[src/inc/clock_source_pkg.sv]
package clock_source_pkg;
  // register indices on the 2-bit address port
  localparam logic [1:0] ADDR_CLOCK_SELECT = 2'h0;
  localparam logic [1:0] ADDR_OSC_DIVIDER = 2'h1;
  localparam logic [1:0] ADDR_REF_TRIM = 2'h2;
  localparam logic [1:0] ADDR_STATUS_TRIM = 2'h3;

  // reset values
  localparam logic [7:0] CLOCK_SELECT_RESET = 8'h04;
  localparam logic [7:0] OSC_DIVIDER_RESET = 8'h40;
  localparam logic [7:0] REF_TRIM_RESET = 8'h80;
  localparam logic FINE_TRIM_RESET = 1'b0;

  // clock_select_control fields
  localparam int SRC_SEL_LSB = 6;
  localparam int REF_DIV_LSB = 3;
  localparam int LOOP_REF_SEL_BIT = 2;
  localparam int INT_OUT_EN_BIT = 1;
  localparam int INT_STOP_EN_BIT = 0;

  // oscillator_divider_control fields
  localparam int BUS_DIV_LSB = 6;
  localparam int OSC_RANGE_BIT = 5;
  localparam int OSC_GAIN_BIT = 4;
  localparam int LOW_POWER_BIT = 3;
  localparam int EXT_KIND_BIT = 2;
  localparam int EXT_OUT_EN_BIT = 1;
  localparam int EXT_STOP_EN_BIT = 0;

  // mode_status_fine_trim fields
  localparam int STATUS_SRC_LSB = 2;
  localparam int OSC_READY_BIT = 1;
  localparam int FINE_TRIM_BIT = 0;

  // source select codes
  localparam logic [1:0] SRC_LOOP = 2'h0;
  localparam logic [1:0] SRC_INTERNAL = 2'h1;
  localparam logic [1:0] SRC_EXTERNAL = 2'h2;
  localparam logic [1:0] SRC_RESERVED = 2'h3;

  typedef enum logic [6:0] {
    MODE_ENGAGED_INT = 7'h01,
    MODE_ENGAGED_EXT = 7'h02,
    MODE_BYPASS_INT = 7'h04,
    MODE_BYPASS_INT_LP = 7'h08,
    MODE_BYPASS_EXT = 7'h10,
    MODE_BYPASS_EXT_LP = 7'h20,
    MODE_STOP = 7'h40
  } clock_mode_t;
endpackage

[src/verilog/pin_edge_sync.sv]
`timescale 1ns/1ps
module pin_edge_sync (
  // clock and reset
  input wire logic sys_clk,
  input wire logic rst_b,
  // asynchronous pin
  input wire logic pin,
  // synchronised level and rising-edge pulse
  output logic level,
  output logic rise
);
  logic meta;
  logic last;

  // first stage feeds only the second stage
  always_ff @(posedge sys_clk or negedge rst_b) begin
    if (!rst_b) begin
      meta <= 1'b0;
      level <= 1'b0;
      last <= 1'b0;
    end else begin
      meta <= pin;
      level <= meta;
      last <= level;
    end
  end

  assign rise = level & ~last;
endmodule // pin_edge_sync

[src/verilog/clock_source_unit.sv]
`timescale 1ns/1ps
// Summary of operation
// [RQ1] system clock out passes a bus divider; bus clock runs at half its rate
// [RQ2] two-bit bus divider select gives divide by 1, 2, 4 or 8
// [RQ3] reset leaves the unit in engaged-internal mode
// [RQ4] reference divider field bits 5:3 divides loop reference by two to that power
// [RQ5] software keeps the divided loop reference inside its allowed band
// [RQ6] source select bits 7:6 pick loop, internal or external; code 11 acts as 00
// [RQ7] bit 2 picks loop reference: 0 external, 1 internal
// [RQ8] bit 1 gates the internal reference clock output
// [RQ9] internal reference survives stop only with stop enable and prior use or enable
// [RQ10] engaged-internal: loop output drives clock, loop follows internal reference
// [RQ11] engaged-external: loop output drives clock, loop follows external reference
// [RQ12] bypassed-internal: loop on with internal reference, clock from internal reference; code takes the loop reference from bit 2 here
// [RQ13] bypassed-internal low power: loop off, clock from internal reference
// [RQ14] bypassed-external: loop on with external reference, clock from external reference; code takes the loop reference from bit 2 here
// [RQ15] bypassed-external low power: loop off, clock from external reference
// [RQ16] stop: loop off, no system clock, references follow their enables
// [RQ17] software keeps any loop reference at or below its maximum frequency
// [RQ18] oscillator controls driven: range, gain, kind, enable, stop enable
// [RQ19] internal reference trimmed by eight coarse bits plus one fine bit
// [RQ20] low-power bit 3 of second register disables loop while bypassed
// [RQ21] bus divider codes 00..11 divide 1,2,4,8; reset gives divide by 2
// [RQ22] mode status shows the active source only after synchronisation
// [RQ23] oscillator ready sets after start-up when requested with crystal, clears on disable
// [RQ24] source code 01 internal reference, 10 external reference
// [RQ25] source switching waits for an edge of the new source
module clock_source_unit
  import clock_source_pkg::*;
(
  // clock and reset
  input wire logic sys_clk,
  input wire logic rst_b,
  // register port
  input wire logic [1:0] addr,
  input wire logic [7:0] wr_data,
  input wire logic wr_en,
  input wire logic rd_en,
  output logic [7:0] rd_data,
  // clock source pins
  input wire logic fll_clk_in,
  input wire logic int_ref_clk_in,
  input wire logic ext_ref_clk_in,
  input wire logic stop_req,
  input wire logic osc_init_done,
  // clock enables out
  output logic system_clock_out,
  output logic bus_clock_out,
  output logic internal_ref_clock_out,
  output logic external_ref_clock_out,
  output logic loop_ref_tick,
  // analog control
  output logic loop_enable,
  output logic internal_ref_run,
  output logic external_ref_run,
  output logic [8:0] ref_trim,
  // oscillator control
  output logic osc_range,
  output logic osc_high_gain_select,
  output logic external_ref_kind_select,
  output logic osc_enable,
  output logic osc_stop_enable
);
  logic [7:0] clock_select_control;
  logic [7:0] oscillator_divider_control;
  logic [7:0] reference_trim;
  logic fine_trim_bit;
  logic oscillator_ready;
  logic [1:0] active_source_status;
  clock_mode_t mode;
  clock_mode_t next_mode;
  logic prior_int;
  logic prior_ext;
  logic [6:0] ref_cnt;
  logic [2:0] bus_cnt;
  logic bus_phase;

  logic fll_rise;
  logic int_rise;
  logic ext_rise;
  logic stop_level;
  logic osc_done_level;

  // field views
  logic [1:0] source_select;
  logic [2:0] reference_divider_select;
  logic loop_reference_select;
  logic internal_ref_out_enable;
  logic internal_ref_stop_enable;
  logic [1:0] bus_divider_select;
  logic bypass_low_power_select;
  logic external_ref_out_enable;
  logic external_ref_stop_enable;
  logic [1:0] req_src;
  logic loop_ref_rise;
  logic src_rise;
  logic new_src_rise;
  logic int_needed;
  logic ext_needed;

  function automatic logic [6:0] div_last(input logic [2:0] code);
    div_last = 7'((8'h01 << code) - 8'h01);
  endfunction

  function automatic logic src_edge(input logic [1:0] src, input logic f, input logic i,
                                    input logic e);
    case (src)
      SRC_INTERNAL: src_edge = i;
      SRC_EXTERNAL: src_edge = e;
      default: src_edge = f;
    endcase
  endfunction

  pin_edge_sync u_fll_sync (.sys_clk(sys_clk), .rst_b(rst_b), .pin(fll_clk_in),
    .level(), .rise(fll_rise));
  pin_edge_sync u_int_sync (.sys_clk(sys_clk), .rst_b(rst_b), .pin(int_ref_clk_in),
    .level(), .rise(int_rise));
  pin_edge_sync u_ext_sync (.sys_clk(sys_clk), .rst_b(rst_b), .pin(ext_ref_clk_in),
    .level(), .rise(ext_rise));
  pin_edge_sync u_stop_sync (.sys_clk(sys_clk), .rst_b(rst_b), .pin(stop_req),
    .level(stop_level), .rise());
  pin_edge_sync u_osc_sync (.sys_clk(sys_clk), .rst_b(rst_b), .pin(osc_init_done),
    .level(osc_done_level), .rise());

  assign source_select = clock_select_control[SRC_SEL_LSB +: 2];
  assign reference_divider_select = clock_select_control[REF_DIV_LSB +: 3];
  assign loop_reference_select = clock_select_control[LOOP_REF_SEL_BIT];
  assign internal_ref_out_enable = clock_select_control[INT_OUT_EN_BIT];
  assign internal_ref_stop_enable = clock_select_control[INT_STOP_EN_BIT];
  assign bus_divider_select = oscillator_divider_control[BUS_DIV_LSB +: 2];
  assign bypass_low_power_select = oscillator_divider_control[LOW_POWER_BIT];
  assign external_ref_out_enable = oscillator_divider_control[EXT_OUT_EN_BIT];
  assign external_ref_stop_enable = oscillator_divider_control[EXT_STOP_EN_BIT];

  assign req_src = (source_select == SRC_RESERVED) ? SRC_LOOP : source_select; // see [RQ6] [RQ24]
  assign loop_ref_rise = loop_reference_select ? int_rise : ext_rise; // see [RQ7]
  assign src_rise = src_edge(active_source_status, fll_rise, int_rise, ext_rise);
  assign new_src_rise = src_edge(req_src, fll_rise, int_rise, ext_rise);

  // register writes
  always_ff @(posedge sys_clk or negedge rst_b) begin
    if (!rst_b) begin
      clock_select_control <= CLOCK_SELECT_RESET; // see [RQ3] [RQ4]
      oscillator_divider_control <= OSC_DIVIDER_RESET; // see [RQ21]
      reference_trim <= REF_TRIM_RESET;
      fine_trim_bit <= FINE_TRIM_RESET;
    end else if (wr_en) begin
      case (addr)
        ADDR_CLOCK_SELECT: clock_select_control <= wr_data;
        ADDR_OSC_DIVIDER: oscillator_divider_control <= wr_data;
        ADDR_REF_TRIM: reference_trim <= wr_data; // see [RQ19]
        default: fine_trim_bit <= wr_data[FINE_TRIM_BIT]; // see [RQ19]
      endcase
    end
  end

  // read data stands only in the cycle after the strobe
  always_ff @(posedge sys_clk or negedge rst_b) begin
    if (!rst_b) begin
      rd_data <= 8'h00;
    end else if (rd_en) begin
      case (addr)
        ADDR_CLOCK_SELECT: rd_data <= clock_select_control;
        ADDR_OSC_DIVIDER: rd_data <= oscillator_divider_control;
        ADDR_REF_TRIM: rd_data <= reference_trim;
        default: rd_data <= {4'h0, active_source_status, oscillator_ready, fine_trim_bit};
      endcase
    end else begin
      rd_data <= 8'h00;
    end
  end

  // mode decode from requested source, reference select and low-power bit
  always_comb begin
    next_mode = MODE_ENGAGED_INT;
    if (stop_level) begin
      next_mode = MODE_STOP; // see [RQ16]
    end else begin
      case (req_src)
        SRC_INTERNAL: next_mode = bypass_low_power_select ? MODE_BYPASS_INT_LP
                                                          : MODE_BYPASS_INT; // see [RQ12] [RQ13] [RQ20]
        SRC_EXTERNAL: next_mode = bypass_low_power_select ? MODE_BYPASS_EXT_LP
                                                          : MODE_BYPASS_EXT; // see [RQ14] [RQ15] [RQ20]
        default: next_mode = loop_reference_select ? MODE_ENGAGED_INT
                                                   : MODE_ENGAGED_EXT; // see [RQ10] [RQ11]
      endcase
    end
  end

  always_ff @(posedge sys_clk or negedge rst_b) begin
    if (!rst_b) begin
      mode <= MODE_ENGAGED_INT; // see [RQ3]
    end else begin
      mode <= next_mode;
    end
  end

  // remember which reference the last running mode used, for stop entry
  always_ff @(posedge sys_clk or negedge rst_b) begin
    if (!rst_b) begin
      prior_int <= 1'b1;
      prior_ext <= 1'b0;
    end else if (mode != MODE_STOP) begin
      prior_int <= (mode == MODE_ENGAGED_INT) || (mode == MODE_BYPASS_INT) ||
                   (mode == MODE_BYPASS_INT_LP);
      prior_ext <= (mode == MODE_ENGAGED_EXT) || (mode == MODE_BYPASS_EXT) ||
                   (mode == MODE_BYPASS_EXT_LP);
    end
  end

  // handover only on an edge of the new source so no runt pulse reaches the tree
  always_ff @(posedge sys_clk or negedge rst_b) begin
    if (!rst_b) begin
      active_source_status <= SRC_LOOP;
    end else if (active_source_status != req_src && new_src_rise) begin
      active_source_status <= req_src; // see [RQ25] [RQ22]
    end
  end

  // loop on in engaged modes and non-low-power bypass modes
  always_ff @(posedge sys_clk or negedge rst_b) begin
    if (!rst_b) begin
      loop_enable <= 1'b1;
    end else begin
      loop_enable <= (next_mode == MODE_ENGAGED_INT) || (next_mode == MODE_ENGAGED_EXT) ||
                     (next_mode == MODE_BYPASS_INT) || (next_mode == MODE_BYPASS_EXT); // see [RQ20]
    end
  end

  // reference oscillator run enables
  assign int_needed = (mode == MODE_STOP)
    ? (internal_ref_stop_enable && (internal_ref_out_enable || prior_int)) // see [RQ9]
    : (internal_ref_out_enable || loop_reference_select || req_src == SRC_INTERNAL);
  assign ext_needed = (mode == MODE_STOP)
    ? (external_ref_stop_enable && (external_ref_out_enable || prior_ext))
    : (external_ref_out_enable || !loop_reference_select || req_src == SRC_EXTERNAL);

  always_ff @(posedge sys_clk or negedge rst_b) begin
    if (!rst_b) begin
      internal_ref_run <= 1'b1;
      external_ref_run <= 1'b0;
      internal_ref_clock_out <= 1'b0;
      external_ref_clock_out <= 1'b0;
    end else begin
      internal_ref_run <= int_needed; // see [RQ16]
      external_ref_run <= ext_needed; // see [RQ16]
      internal_ref_clock_out <= int_rise && internal_ref_out_enable && int_needed; // see [RQ8]
      external_ref_clock_out <= ext_rise && external_ref_out_enable && ext_needed;
    end
  end

  // loop reference divider: one tick per 2^code reference edges
  always_ff @(posedge sys_clk or negedge rst_b) begin
    if (!rst_b) begin
      ref_cnt <= 7'h00;
      loop_ref_tick <= 1'b0;
    end else begin
      loop_ref_tick <= 1'b0;
      if (loop_ref_rise && loop_enable) begin
        if (ref_cnt >= div_last(reference_divider_select)) begin
          ref_cnt <= 7'h00;
          loop_ref_tick <= 1'b1; // see [RQ4]
        end else begin
          ref_cnt <= ref_cnt + 7'h01;
        end
      end
    end
  end

  // bus divider, then system clock and half-rate bus clock
  always_ff @(posedge sys_clk or negedge rst_b) begin
    if (!rst_b) begin
      bus_cnt <= 3'h0;
      bus_phase <= 1'b0;
      system_clock_out <= 1'b0;
      bus_clock_out <= 1'b0;
    end else begin
      system_clock_out <= 1'b0;
      bus_clock_out <= 1'b0;
      if (src_rise && mode != MODE_STOP) begin
        if (bus_cnt >= 3'(div_last({1'b0, bus_divider_select}))) begin
          bus_cnt <= 3'h0;
          system_clock_out <= 1'b1; // see [RQ2] [RQ21]
          bus_phase <= ~bus_phase;
          bus_clock_out <= bus_phase; // see [RQ1]
        end else begin
          bus_cnt <= bus_cnt + 3'h1;
        end
      end
    end
  end

  // oscillator start-up flag; set wins over clear
  always_ff @(posedge sys_clk or negedge rst_b) begin
    if (!rst_b) begin
      oscillator_ready <= 1'b0;
    end else if (osc_done_level && oscillator_divider_control[EXT_KIND_BIT] &&
                 (external_ref_out_enable || prior_ext)) begin
      oscillator_ready <= 1'b1; // see [RQ23]
    end else if (!oscillator_divider_control[EXT_KIND_BIT] ||
                 !(external_ref_out_enable || prior_ext)) begin
      oscillator_ready <= 1'b0; // see [RQ23]
    end
  end

  // oscillator and trim outputs
  always_ff @(posedge sys_clk or negedge rst_b) begin
    if (!rst_b) begin
      osc_range <= 1'b0;
      osc_high_gain_select <= 1'b0;
      external_ref_kind_select <= 1'b0;
      osc_enable <= 1'b0;
      osc_stop_enable <= 1'b0;
      ref_trim <= {REF_TRIM_RESET, FINE_TRIM_RESET};
    end else begin
      osc_range <= oscillator_divider_control[OSC_RANGE_BIT]; // see [RQ18]
      osc_high_gain_select <= oscillator_divider_control[OSC_GAIN_BIT];
      external_ref_kind_select <= oscillator_divider_control[EXT_KIND_BIT];
      osc_enable <= ext_needed;
      osc_stop_enable <= external_ref_stop_enable;
      ref_trim <= {reference_trim, fine_trim_bit}; // see [RQ19]
    end
  end

  // checking
  logic settled;
  logic [1:0] sys_since_bus;

  always_ff @(posedge sys_clk or negedge rst_b) begin
    if (!rst_b) begin
      settled <= 1'b0;
      sys_since_bus <= 2'h0;
    end else begin
      settled <= 1'b1;
      if (bus_clock_out) begin
        sys_since_bus <= 2'h0;
      end else if (system_clock_out) begin
        sys_since_bus <= sys_since_bus + 2'h1;
      end
    end
  end
endmodule // clock_source_unit

[config.mk]
export PLATFORM = sky130hd
export DESIGN_NAME = clock_source_unit
export DESIGN_NICKNAME = d
export VERILOG_FILES = /design/src/inc/clock_source_pkg.sv /design/src/verilog/pin_edge_sync.sv /design/src/verilog/clock_source_unit.sv
export SDC_FILE = /design/constraint.sdc
export NUM_CORES = 1
export LEC_CHECK = 0
export ABC_AREA = 1
export BUFFER_PORTS_ARGS = -buffer_cell sky130_fd_sc_hd__buf_2
export CAP_MARGIN = 10
export CORE_ASPECT_RATIO = 1.4
export CORE_MARGIN = 1.5
export CORE_UTILIZATION = 25
export CTS_BUF_LIST = sky130_fd_sc_hd__clkbuf_2 sky130_fd_sc_hd__clkbuf_4 sky130_fd_sc_hd__clkbuf_8
export DETAILED_ROUTE_END_ITERATION = 8
export GPL_ROUTABILITY_DRIVEN = 0
export PLACE_DENSITY = 0.39
export SYNTH_ARGS = -nofsm -noshare
export SYNTH_HDL_FRONTEND = slang
export SYNTH_SLANG_ARGS = --single-unit
[constraint.sdc]
create_clock -name sys_clk -period 1.5 [get_ports sys_clk]
set_input_delay 0.45 -clock sys_clk [delete_from_list [all_inputs] [get_ports sys_clk]]
set_output_delay 0.45 -clock sys_clk [all_outputs]
set_load 0.02 [all_outputs]
Yosys cells after proc, flatten, opt, wreduce, memory -nomap -nowiden
Index checks and enable logic that the tools add are counted.
Widths: inputs -> output; s select.

word-level totals
  bits in registers = 90
  bits of input ports = 19
  memories = 0
  latch bits = 0
  word-level logic and storage cells = 134
  ROM bits = 0
  RAM bits = 0

operators by class
  reduce and logical (&&, ||, !) cells = 36
  bitwise logic cells = 8
  $lt $le $gt $ge = 2
  mux-type cells = 23
  divide/modulo/power cells = 0
  add/subtract/negate cells = 4
  multipliers = 0
  equal/unequal tests = 20
  shifts and indexed selects = 2

operator list
  operator             count
  $pmux 8 s3           1
  $eq 7x1->1 const B   2
  $eq 7x2->1 const B   2
  $eq 7x3->1 const B   2
  $eq 7x5->1 const B   2
  $logic_or 1x1->1     14
  $mux 7               2
  $pmux 6 s2           1
  $logic_and 1x1->1    11
  $mux 1               11
  $reduce_and 2->1     5
  $eq 2x2->1 const B   4
  $mux 8               1
  $add 7x1->7 const B  1
  $eq 7x4->1 const B   1
  $eq 7x6->1 const B   1
  $eq 7x7->1 const B   1
  $ge 7x7->1           1
  $ne 7x7->1 const B   1
  $shl 1x3->7 const A  1
  $sub 7x1->7 const B  1
  $eq 2x1->1 const B   3
  $mux 6               1
  $not 1->1            5
  other kinds (14)     20

Depth between registers and ports, before layout
Gate-level depths: netlist of the first run.

  word-level depth = 9
  gate-level depth with buffers = 13
  depth with buffers taken out = 12

Modules after synthesis
A second synthesis of the first run with hierarchy kept.

second synthesis, totals
  cell total of the unflattened synthesis = 430
  area total of the unflattened synthesis = 4052.6 um^2

by module, submodules not included
  module             instances  area an instance (um^2)  cells each  seq. area each (um^2)
  clock_source_unit  1          3627.2                   405         1936.9
  pin_edge_sync      5          85.1                     5           75.1

Worst setup path after synthesis of the first run
Ideal clock, no wire load.

  kind = register to register
  start = register clock_select_control[4]
  end = register ref_cnt[2]
  setup time = 65 ps
  required time = 1435 ps
  clock period less this slack = 1591 ps
  cell stages (with the launch flop) = 11
  path slack = -91 ps
  data arrival time = 1526 ps
  cell sequence = dfrtp_1 > clkbuf_1 > o21ai_0 > ha_1 > nand2_1 > nand2_1 > nand2_1 > nand2_1 > a21oi_1 > nand3_1 > nand2_1

between the ends
  word-level cells in the longest chain between the ends = 4

ends and longest elaborated chain
  item                    RTL line                  text
  from (decl)             clock_source_unit.sv:64   logic [7:0] clock_select_control;
  from (signal assigned)  clock_source_unit.sv:149  ADDR_CLOCK_SELECT: clock_select_control <= wr_data;
  $shl 1x3->7             clock_source_unit.sv:102  div_last = 7'((8'h01 << code) - 8'h01);
  $sub 7x1->7             clock_source_unit.sv:102
  $ge 7x7->1              clock_source_unit.sv:260  if (ref_cnt >= div_last(reference_divider_select)) begin
  $mux 7                  clock_source_unit.sv:260
  to (signal assigned)    clock_source_unit.sv:264  ref_cnt <= ref_cnt + 7'h01;
  to (decl)               clock_source_unit.sv:74   logic [6:0] ref_cnt;

No other way between the ends.
A chain may end at the register's enable or synchronous reset.

Final worst setup path of the first run
  start = register clock_select_control[3]
  end = register ref_cnt[6]

Same word-level chain as after synthesis.

==> impl_metrics.toml, run 1 <==
[synth]
synth-simple-area-share_pct = 22.1
synth_mux_area_share_pct = 0
synth-edff-count = 0
synthTopCellsByCount = "nand2_1 (130), dfrtp_1 (82), inv_1 (55), nand3_1 (24)"
synth.most_common_cell = "nand2_1"
syn_avg_cell_area_um2 = 9.40
synth.area.top_cells = "dfrtp_1 (52%), nand2_1 (12%), ha_1 (5.4%)"
synth_xor_area_share_pct = 1.33
synth.distinct_cells = 29
yosys.area.top_type = "dfrtp_1"
seq_area_frac_synth_pct = 57.1
synth_nets = 458
async_flop_share_pct = 100
synth_top_family_by_area = "simple AND/OR/NAND/NOR gates"
netlist_instances = 422
ys.flop_type = "dfrtp_1"
synth_top_area_share_pct = 51.8
ys_warn_count = 0
synth_seq_cells = 90
synth_compound_gate_area_share_pct = 7.54
netlist_area_mm2 = 0.00397
synthAdderAreaFrac_pct = 5.36

[outcome]
status = "finished, violations left"
violations = "setup timing"

[die]
fp.dieW_um = 109
fp-row-count = 54
dieArea_mm2 = 0.0166
start_util_pct = 25.5
core_area_mm2 = 0.0155
ios = 49
die_h_um = 152

[routing]
drc = 0
postRouteAntennaNets = 0
drt_wl_total_um = 9050
num_vias = 2943
wl_per_cell_um = 12.9
dr.pass1.iters = 4
vias_per_cell = 4.19
first_iter_violations = 107

[setup_path]
cpMaxStageDelayCell = "dfrtp_2"
arrival_ps = 1830
rr_endpoint = "ref_cnt[6]"
path_max_fanout = 5
r2r_start = "clock_select_control[3]"
critPathMaxStageDelay_ps = 450
cpMostUsedCell = "a21oi_1"
r2r_slack_ps = -20
crit_path_start_kind = "register"
rr_worst_depth = 7
cp.required_ps = 1810
path_cells = "a21oi_1 > ha_1 > a21oi_1 > nand2_2 > a21oi_4 > nand3_1 > nand2_1"
crit_path_end_kind = "register"
crit_type = "reg2reg"

[timing]
finalSetupViolCount = 4
setup_slack_ps = -19.9
finalSetupTns_ps = -38.8
fin_crit_sh_pct = 101
period_minus_slack_ps = 1520
fmax_mhz = 658
drv_slew = 0
timing.slew.headroom_pct = 78.5
fin_worst_skew_ps = 12.7
hold_viol = 0
tightest_slew_ps = 319
rsz0062_at_grt = "true"

[pwr]
power_mw = 6.99
ir_drop_v = 0.000494
leakagePower_nw = 2.61
powerDensity_mw_per_mm2 = 1390

[finish]
diodes = 0
final_nets = 538
final_util_pct = 32.3
final_area_mm2 = 0.00502
fillCellCount = 1652
final_layout_size_suffix_gt1_share_pct = 29.8
multi_input_area_mm2 = 0.00160
regArea_mm2 = 0.00227
syn2layout_area_growth_pct = 26.5

[clocking]
clkSlewWorstSetupHoldPaths_ps = 90
clk_latency_ps = 370
clock_path_buffers = 2
cts-root-buf = "clkbuf_8"
cts_tree = "built"
cts_buffers = 9
htree_levels = 3
clock-sinks = 90

[worst_hold_path]
min_path_cells = 1
hold_path_class = "in2reg"
min_to = "u_fll_sync.meta"
hp-start = "fll_clk_in"

[global_routing]
grt_usage_pct = 12.1
grt_max_degree = 27
grt_overflow_total = 0
antenna_found_initial = 0
grt_first_pass_wirelength_um = 15300
grt_pass1_vias = 3022

[place]
dp_slack_ps = -122
placed_cell_area_mm2 = 0.00462
numPortBuffers = 48
dp_hpwl_um = 6840

[flow_run]
max-cap-violations = 0
worst max-delay path by stage:
| stage | depth (start not counted) | slack [ps] | start | end |
|---|---|---|---|---|
| 2_1_floorplan | 10 | 30 | clock_select_control[4] | ref_cnt[2] |
| 3_3_place_gp | 6 | -90 | clock_select_control[7] | internal_ref_clock_out |
| 3_5_place_dp | 7 | -120 | oscillator_divider_control[6] | bus_cnt[0] |
| 4_1_cts | 11 | -60 | clock_select_control[4] | ref_cnt[1] |
| 5_1_grt | 10 | -160 | clock_select_control[3] | ref_cnt[4] |
| 6_report | 7 | -20 | clock_select_control[3] | ref_cnt[6] |
sequential cells by signal (all words and copies together), names as in the netlist, 2 cells and up:
| signal | flops |
|---|---|
| active_source_status | 2 |
| clock_select_control | 8 |
| ref_cnt | 7 |
| rd_data | 8 |
| bus_cnt | 3 |
| reference_trim | 8 |
| ref_trim | 9 |
| oscillator_divider_control | 8 |
| mode | 7 |
timing repair:
item / 4_1_cts / 5_1_grt
gates resized for setup: 22 / 23
endpoints found under the hold margin: 13 / 0
setup buffers: 2 / 1
setup endpoints to repair: 18 / 21
pin swaps: 6 / 11
hold buffers: 1 / 0
kinds of logic after synthesis:
kind of cell / after synthesis
simple gates: 199
flops: 90
buf+inv: 63
compound gates: 47
fa+ha+maj: 17
xor+xnor: 6
metrics by stage:
step	hold slack, ps	instances
3_5_place_dp	335	683
6_report	184	703
4_1_cts	169	702
2_1_floorplan	154	422
3_3_place_gp	333	683
5_1_grt	166	703
power by group:
| group | switching, mW | internal [mW] |
|---|---|---|
| clock network | 0.912 | 0.703 |
| logic | 1.30 | 0.945 |
| registers | 0.289 | 2.83 |
| total | 2.51 | 4.48 |
layout by cell type (no fill, tap or decap), types with 2 or more instances in the layout:
cell / Yosys / final
nand3_4: 1 / 4
inv_6: 0 / 2
buf_4: 1 / 26
nand2_2: 0 / 6
o21ai_0: 20 / 14
clkinv_2: 0 / 2
buf_6: 3 / 2
dfrtp_2: 0 / 3
nand3_2: 0 / 2
inv_2: 1 / 3
dfstp_2: 8 / 8
o21ai_1: 4 / 9
nor2_2: 2 / 4
nand2_1: 130 / 124
o21ai_2: 12 / 13
nor3_1: 5 / 5
ha_4: 0 / 4
a21oi_4: 0 / 2
buf_2: 1 / 44
nand3_1: 24 / 19
nand4_1: 8 / 8
inv_1: 55 / 53
nor2_1: 20 / 17
o2111ai_1: 3 / 3
dfrtp_1: 82 / 79
nor2_4: 3 / 4
buf_12: 0 / 3
xnor2_1: 2 / 2
clkbuf_8: 0 / 11
ha_1: 17 / 12
xor2_1: 4 / 4
nand2_4: 3 / 3
a21oi_1: 6 / 3
critical path: cells and delay by family, from the launching register on:
family / cells / cell delay [ps]
fa+ha+maj: 1 / 260
simple gates: 3 / 250
flops: 1 / 450
compound gates: 3 / 510
cell type report:
| cell class | instances | share of cell area [%] |
|---|---|---|
| Clock buffer | 11 | 3.02 |
| Clock inverter | 5 | 0.723 |
| Inverter | 56 | 4.19 |
| Multi-Input combinational cell | 269 | 31.9 |
| Sequential cell | 90 | 45.2 |
| Tap cell | 196 | 4.89 |
| Timing Repair Buffer | 76 | 10.1 |
metal layers:
metal / share of wire (%) / track usage (%)
met1: 42 / 14.6
met2: 53 / 20.7
met3: 3.2 / 2.32
met4: 1.6 / 4.64
met5: 0 / 0
Power figures use the tool's default switching activity.
==> run 2: changes to the inputs <==
- BUFFER_PORTS_ARGS: -buffer_cell sky130_fd_sc_hd__buf_2 -> default
- CAP_MARGIN: 10 -> 20
- CTS_BUF_LIST: sky130_fd_sc_hd__clkbuf_2 sky130_fd_sc_hd__clkbuf_4 sky130_fd_sc_hd__clkbuf_8 -> sky130_fd_sc_hd__clkbuf_8
- DONT_BUFFER_PORTS: default -> 1
- PLACE_DENSITY: 0.39 -> 0.37
==> run 2 against run 1 <==
  * The flow finishes with violations (hold timing, setup timing)
  * First-iteration DRC count up 32%
  * Worst hold slack got worse by 420 ps
  * Final cell count decreased by 7.7%
  * Die area unchanged
  * Count of clock-buffer cells in the layout is 2 lower
  * Cell area down 6.7%
  * Clock skew is 3.9 ps higher
  * Setup slack worse by 32 ps
  * Fmax down 2.1%
  * Clock power up 12%
  * Critical path type unchanged
  * Largest power group unchanged
  * Highest routed layer unchanged
==> impl_metrics.toml, run 2 (synthesis results as in run 1) <==
[finish]
final_layout_size_suffix_gt1_share_pct = 20.5
stdcell_count = 649
fillCellCount = 1655
final_nets = 484
regArea_mm2 = 0.00226
final_cell_mix = "nand2_1 (123), dfrtp_1 (80), inv_1 (55), buf_4 (22), nand3_1 (20)"
final_common_cell = "nand2_1"
multi_input_area_mm2 = 0.00159
syn2layout_area_growth_pct = 18.0
diodes = 0
top_register = "ref_trim"
largest_reg_flops = 9

[outcome]
violations = "hold timing, setup timing"
status = "finished, violations left"

[routing]
drt_wl_total_um = 9070
dr.pass1.iters = 4
drc = 0
first_iter_violations = 141
vias_per_cell = 4.24
postRouteAntennaNets = 0
num_vias = 2752
wl_per_cell_um = 14.0

[global_routing]
grt_max_degree = 91
antenna_found_initial = 0
grt_overflow_total = 0
grt_first_pass_wirelength_um = 15100
grt_usage_pct = 12.1
grt_pass1_vias = 2808

[timing]
period_minus_slack_ps = 1550
drv_slew = 0
setup_slack_ps = -51.9
tightest_slew_ps = 373
finalSetupViolCount = 7
hold_viol = 90
timing.slew.headroom_pct = 75.1
fin_worst_skew_ps = 16.6
fin_crit_sh_pct = 103
timing.hold.ws_ps = -238
fmax_mhz = 644
rsz0062_at_grt = "true"

[place]
dp_hpwl_um = 6470
placed_cells = 631
numPortBuffers = 0

[die]
core_area_mm2 = 0.0155
start_util_pct = 25.5
fp.dieW_um = 109
ios = 49
fp-row-count = 54
dieArea_mm2 = 0.0166
die_h_um = 152

[clocking]
htree_levels = 3
clock_path_buffers = 2
clkSlewWorstSetupHoldPaths_ps = 90
clk_latency_ps = 380
clock-sinks = 90
cts_buffers = 9
cts_tree = "built"
cts-root-buf = "clkbuf_8"

[setup_path]
r2r_start = "clock_select_control[4]"
path_buf_inv = 0
crit_path_start_kind = "register"
rr_worst_depth = 9
critPathMaxStageDelay_ps = 450
crit_type = "reg2reg"
cp.required_ps = 1810
crit_cells = 9
rr_endpoint = "ref_cnt[5]"
crit_path_end_kind = "register"
path_delay_family = "flip-flops"
path_cells = "o21ai_0 > ha_1 > nand2_1 > nand2_1 > nand2_1 > nand2_2 > a21oi_4 > nand3_1 > nand2_1"
r2r_slack_ps = -50
cpMaxStageDelayCell = "dfrtp_2"
cpMostUsedCell = "nand2_1"
arrival_ps = 1870
path_max_fanout = 7

[pwr]
powerDensity_mw_per_mm2 = 1490
p_clk_share_pct = 26.0
p_seq_share_pct = 47.2
ir_drop_v = 0.000886
switching_share_pct = 34.5
power_mw = 6.98
combPwrFrac_pct = 26.8
leakagePower_nw = 2.37
internal_power_mw = 4.57
p_switching_mw = 2.40

[flow_run]
max-cap-violations = 0

[worst_hold_path]
hold_path_class = "in2async"
-- run 2: changes by cell type in the layout (fill, tap and decap cells not counted), sizes merged --
cell | previous run | this run
buf | 75 | 22
bufinv | 0 | 2
clkbuf | 11 | 9
dlygate4sd3 | 1 | 0
-- run 2: final cells by class --
type                       count  area share [%]
sequential                    90            48.4
multi-input combinational    269            33.9
tap                          196            5.24
inverter                      56            4.49
timing repair buffer          22            3.53
clock buffer                   9            2.65
clock inverter                 7            1.84
-- run 2: worst max path at each step --
| stage | from | end |
|---|---|---|
| after global routing | clock_select_control[4] | ref_cnt[6] |
| final | clock_select_control[4] | ref_cnt[5] |
| after floorplan | clock_select_control[4] | ref_cnt[2] |
| after global placement | oscillator_divider_control[6] | bus_cnt[1] |
| after CTS | clock_select_control[4] | ref_cnt[5] |
| after detailed placement | clock_select_control[4] | ref_cnt[2] |
-- run 2: power groups by stage --
stage               Clock (mW)  Combinational (mW)  Sequential (mW)
floorplan                    0                1.09             3.25
global placement             0                1.49             3.34
detailed placement           0                1.51             3.35
CTS                       1.90                1.69             3.31
global route              2.00                2.14             3.36
finish                    1.81                1.87             3.29
-- run 2: repair_timing --
| action | in CTS | in global routing |
|---|---|---|
| endpoints found under the setup margin | 13 | 16 |
| pin swaps | 10 | 13 |
| gates resized for setup | 22 | 17 |
| setup buffers | 0 | 2 |
| endpoints found under the hold margin | 90 | 90 |
-- run 2: per-stage QoR --
stage	TNS, ps	utilization (%)	hold slack, ps	setup slack [ps]	instance area (um^2)
floorplan	0	-	154	26.4	3970
global placement	-669	27.7	159	-79.9	4310
detailed placement	-776	27.7	159	-92.6	4310
CTS	-422	29.5	-272	-70.9	4590
global route	-1180	30.1	-279	-186	4680
finish	-257	30.1	-238	-51.9	4680
-- run 2: per-layer routing --
| layer | vias to the layer above | global-route usage [%] | part of all wire (%) |
|---|---|---|---|
| li1 | 1393 | - | - |
| met1 | 1312 | 14.9 | 43 |
| met2 | 38 | 19.6 | 52 |
| met3 | 9 | 3.56 | 3.4 |
| met4 | 0 | 4.58 | 1.3 |
| met5 | - | 0 | 0 |
==> run 3: changes to the inputs <==
- GPL_TIMING_DRIVEN: default -> 0
==> run 3 against run 2 <==
  * The flow still finishes with violations (hold timing, setup timing)
  * Via count up 1.1%
  * Highest routed layer unchanged
  * Count of clock-buffer cells in the layout unchanged
  * First-iteration DRC count down 22%
  * Utilization down 0.064 points
==> impl_metrics.toml, run 3 (synthesis results as in run 1) <==
[routing]
drc = 0
vias_per_cell = 4.32
wl_per_cell_um = 14.8
postRouteAntennaNets = 0
first_iter_violations = 110
num_vias = 2783
dr.pass1.iters = 4
drt_wl_total_um = 9560

[finish]
syn2layout_area_growth_pct = 17.8
final_layout_size_suffix_gt1_share_pct = 21.9
stdcell_count = 644
final_area_mm2 = 0.00467
final_cell_mix = "nand2_1 (120), dfrtp_1 (78), inv_1 (56), nand3_1 (18), nor2_1 (17)"
final_common_cell = "nand2_1"
final_nets = 479
diodes = 0
top_register = "ref_trim"
largest_reg_flops = 9

[outcome]
violations = "hold timing, setup timing"
status = "finished, violations left"

[place]
dp_hpwl_um = 6500
placed_cells = 618
numPortBuffers = 0
placed_cell_area_mm2 = 0.00422

[clocking]
clkSlewWorstSetupHoldPaths_ps = 90
cts-root-buf = "clkbuf_8"
cts_tree = "built"
htree_levels = 3
clk_latency_ps = 380
clock_path_buffers = 2
cts_buffers = 9
clock-sinks = 90

[setup_path]
crit_path_end_kind = "register"
crit_type = "reg2reg"
crit_path_start_kind = "register"
cp.required_ps = 1830
path_max_fanout = 7
arrival_ps = 1910

[die]
dieArea_mm2 = 0.0166
fp-row-count = 54
core_area_mm2 = 0.0155
die_h_um = 152
ios = 49
fp.dieW_um = 109
start_util_pct = 25.5

[timing]
timing.slew.headroom_pct = 66.8
drv_slew = 0
setup_slack_ps = -87.5
fin_crit_sh_pct = 106
rsz0062_at_grt = "true"
fmax_mhz = 630
finalSetupViolCount = 6
finalSetupTns_ps = -464
period_minus_slack_ps = 1590
tightest_slew_ps = 498
hold_viol = 90
fin_worst_skew_ps = 13.3
timing.hold.ws_ps = -251

[worst_hold_path]
hold_path_class = "in2async"

[pwr]
leakagePower_nw = 2.32
ir_drop_v = 0.000799
powerDensity_mw_per_mm2 = 1440

[global_routing]
grt_max_degree = 91
grt_pass1_vias = 2893
antenna_found_initial = 0
grt_usage_pct = 12.3
grt_first_pass_wirelength_um = 15300
grt_overflow_total = 0

[flow_run]
max-cap-violations = 0
## run 3: cell count changes in the layout (fill, tap and decap cells not counted), moves of 3 or more
cell     previous run  this run
nand2_2             6        10
a21oi_1             4         1
buf_6               0         4
a21oi_2             0         3
nand2_1           123       120
buf_4              22        11
## run 3: per-layer routing
metal	up-vias	wire [um]	track usage, %
met5	-	0	0
met4	0	181	5.57
met3	13	279	2.83
met2	33	5030	20.5
met1	1355	4070	14.9
li1	1382	-	-
## run 3: final cells by class
type / instances / area, um^2
buffer: 6 / 65.1
clock buffer: 9 / 124
clock inverter: 7 / 40.0
fill: 1647 / 10900
inverter: 56 / 210
multi-input combinational: 269 / 1640
sequential: 90 / 2270
tap: 196 / 245
timing repair buffer: 11 / 82.6
## run 3: report_power, final
| group | internal [mW] | switching (mW) | leakage [nW] |
|---|---|---|---|
| clock | 0.585 | 0.931 | 0.0890 |
| sequential | 2.84 | 0.492 | 1.12 |
| combinational | 0.789 | 1.08 | 1.11 |
| total | 4.21 | 2.50 | 2.32 |
## run 3: critical path, cell delays in order, from the launching register on
cell,delay [ps]
dfrtp_1,390
buf_8,130
a21oi_2,110
ha_1,260
a21oi_2,160
nand2_2,90
a21oi_4,220
nand3_2,100
nand2_2,70
## run 3: timing repair
action                     in CTS  in global routing
gates resized for setup        29                 26
cloned                          0                  0
pin swaps                      12                 12
setup buffers                   5                  6
hold endpoints to repair       90                 90
setup endpoints to repair      18                 18
## run 3: final timing paths
path / start / end / slack [ps] / cells after the start
setup reg to reg: clock_select_control[5] / ref_cnt[6] / -90 / 8
setup / recovery: clock_select_control[5] / ref_cnt[6] / -90 / 8
max in group asynchronous: rst_b / reference_trim[7] / 1490 / 0
hold reg to reg: u_fll_sync.meta / u_fll_sync.level / 360 / 0
min in group sys_clk: int_ref_clk_in / u_int_sync.meta / 80 / 0
hold / removal: rst_b / ref_cnt[5] / -250 / 0
## run 3: per-stage QoR
step	setup WS (ps)	utilization [%]	power (mW)
4_1_cts	-96.2	28.9	6.51
6_report	-87.5	30.1	6.71
3_3_place_gp	-202	27.1	4.71
2_1_floorplan	26.4	-	4.34
5_1_grt	-211	30.1	7.18
3_5_place_dp	-200	27.1	4.75
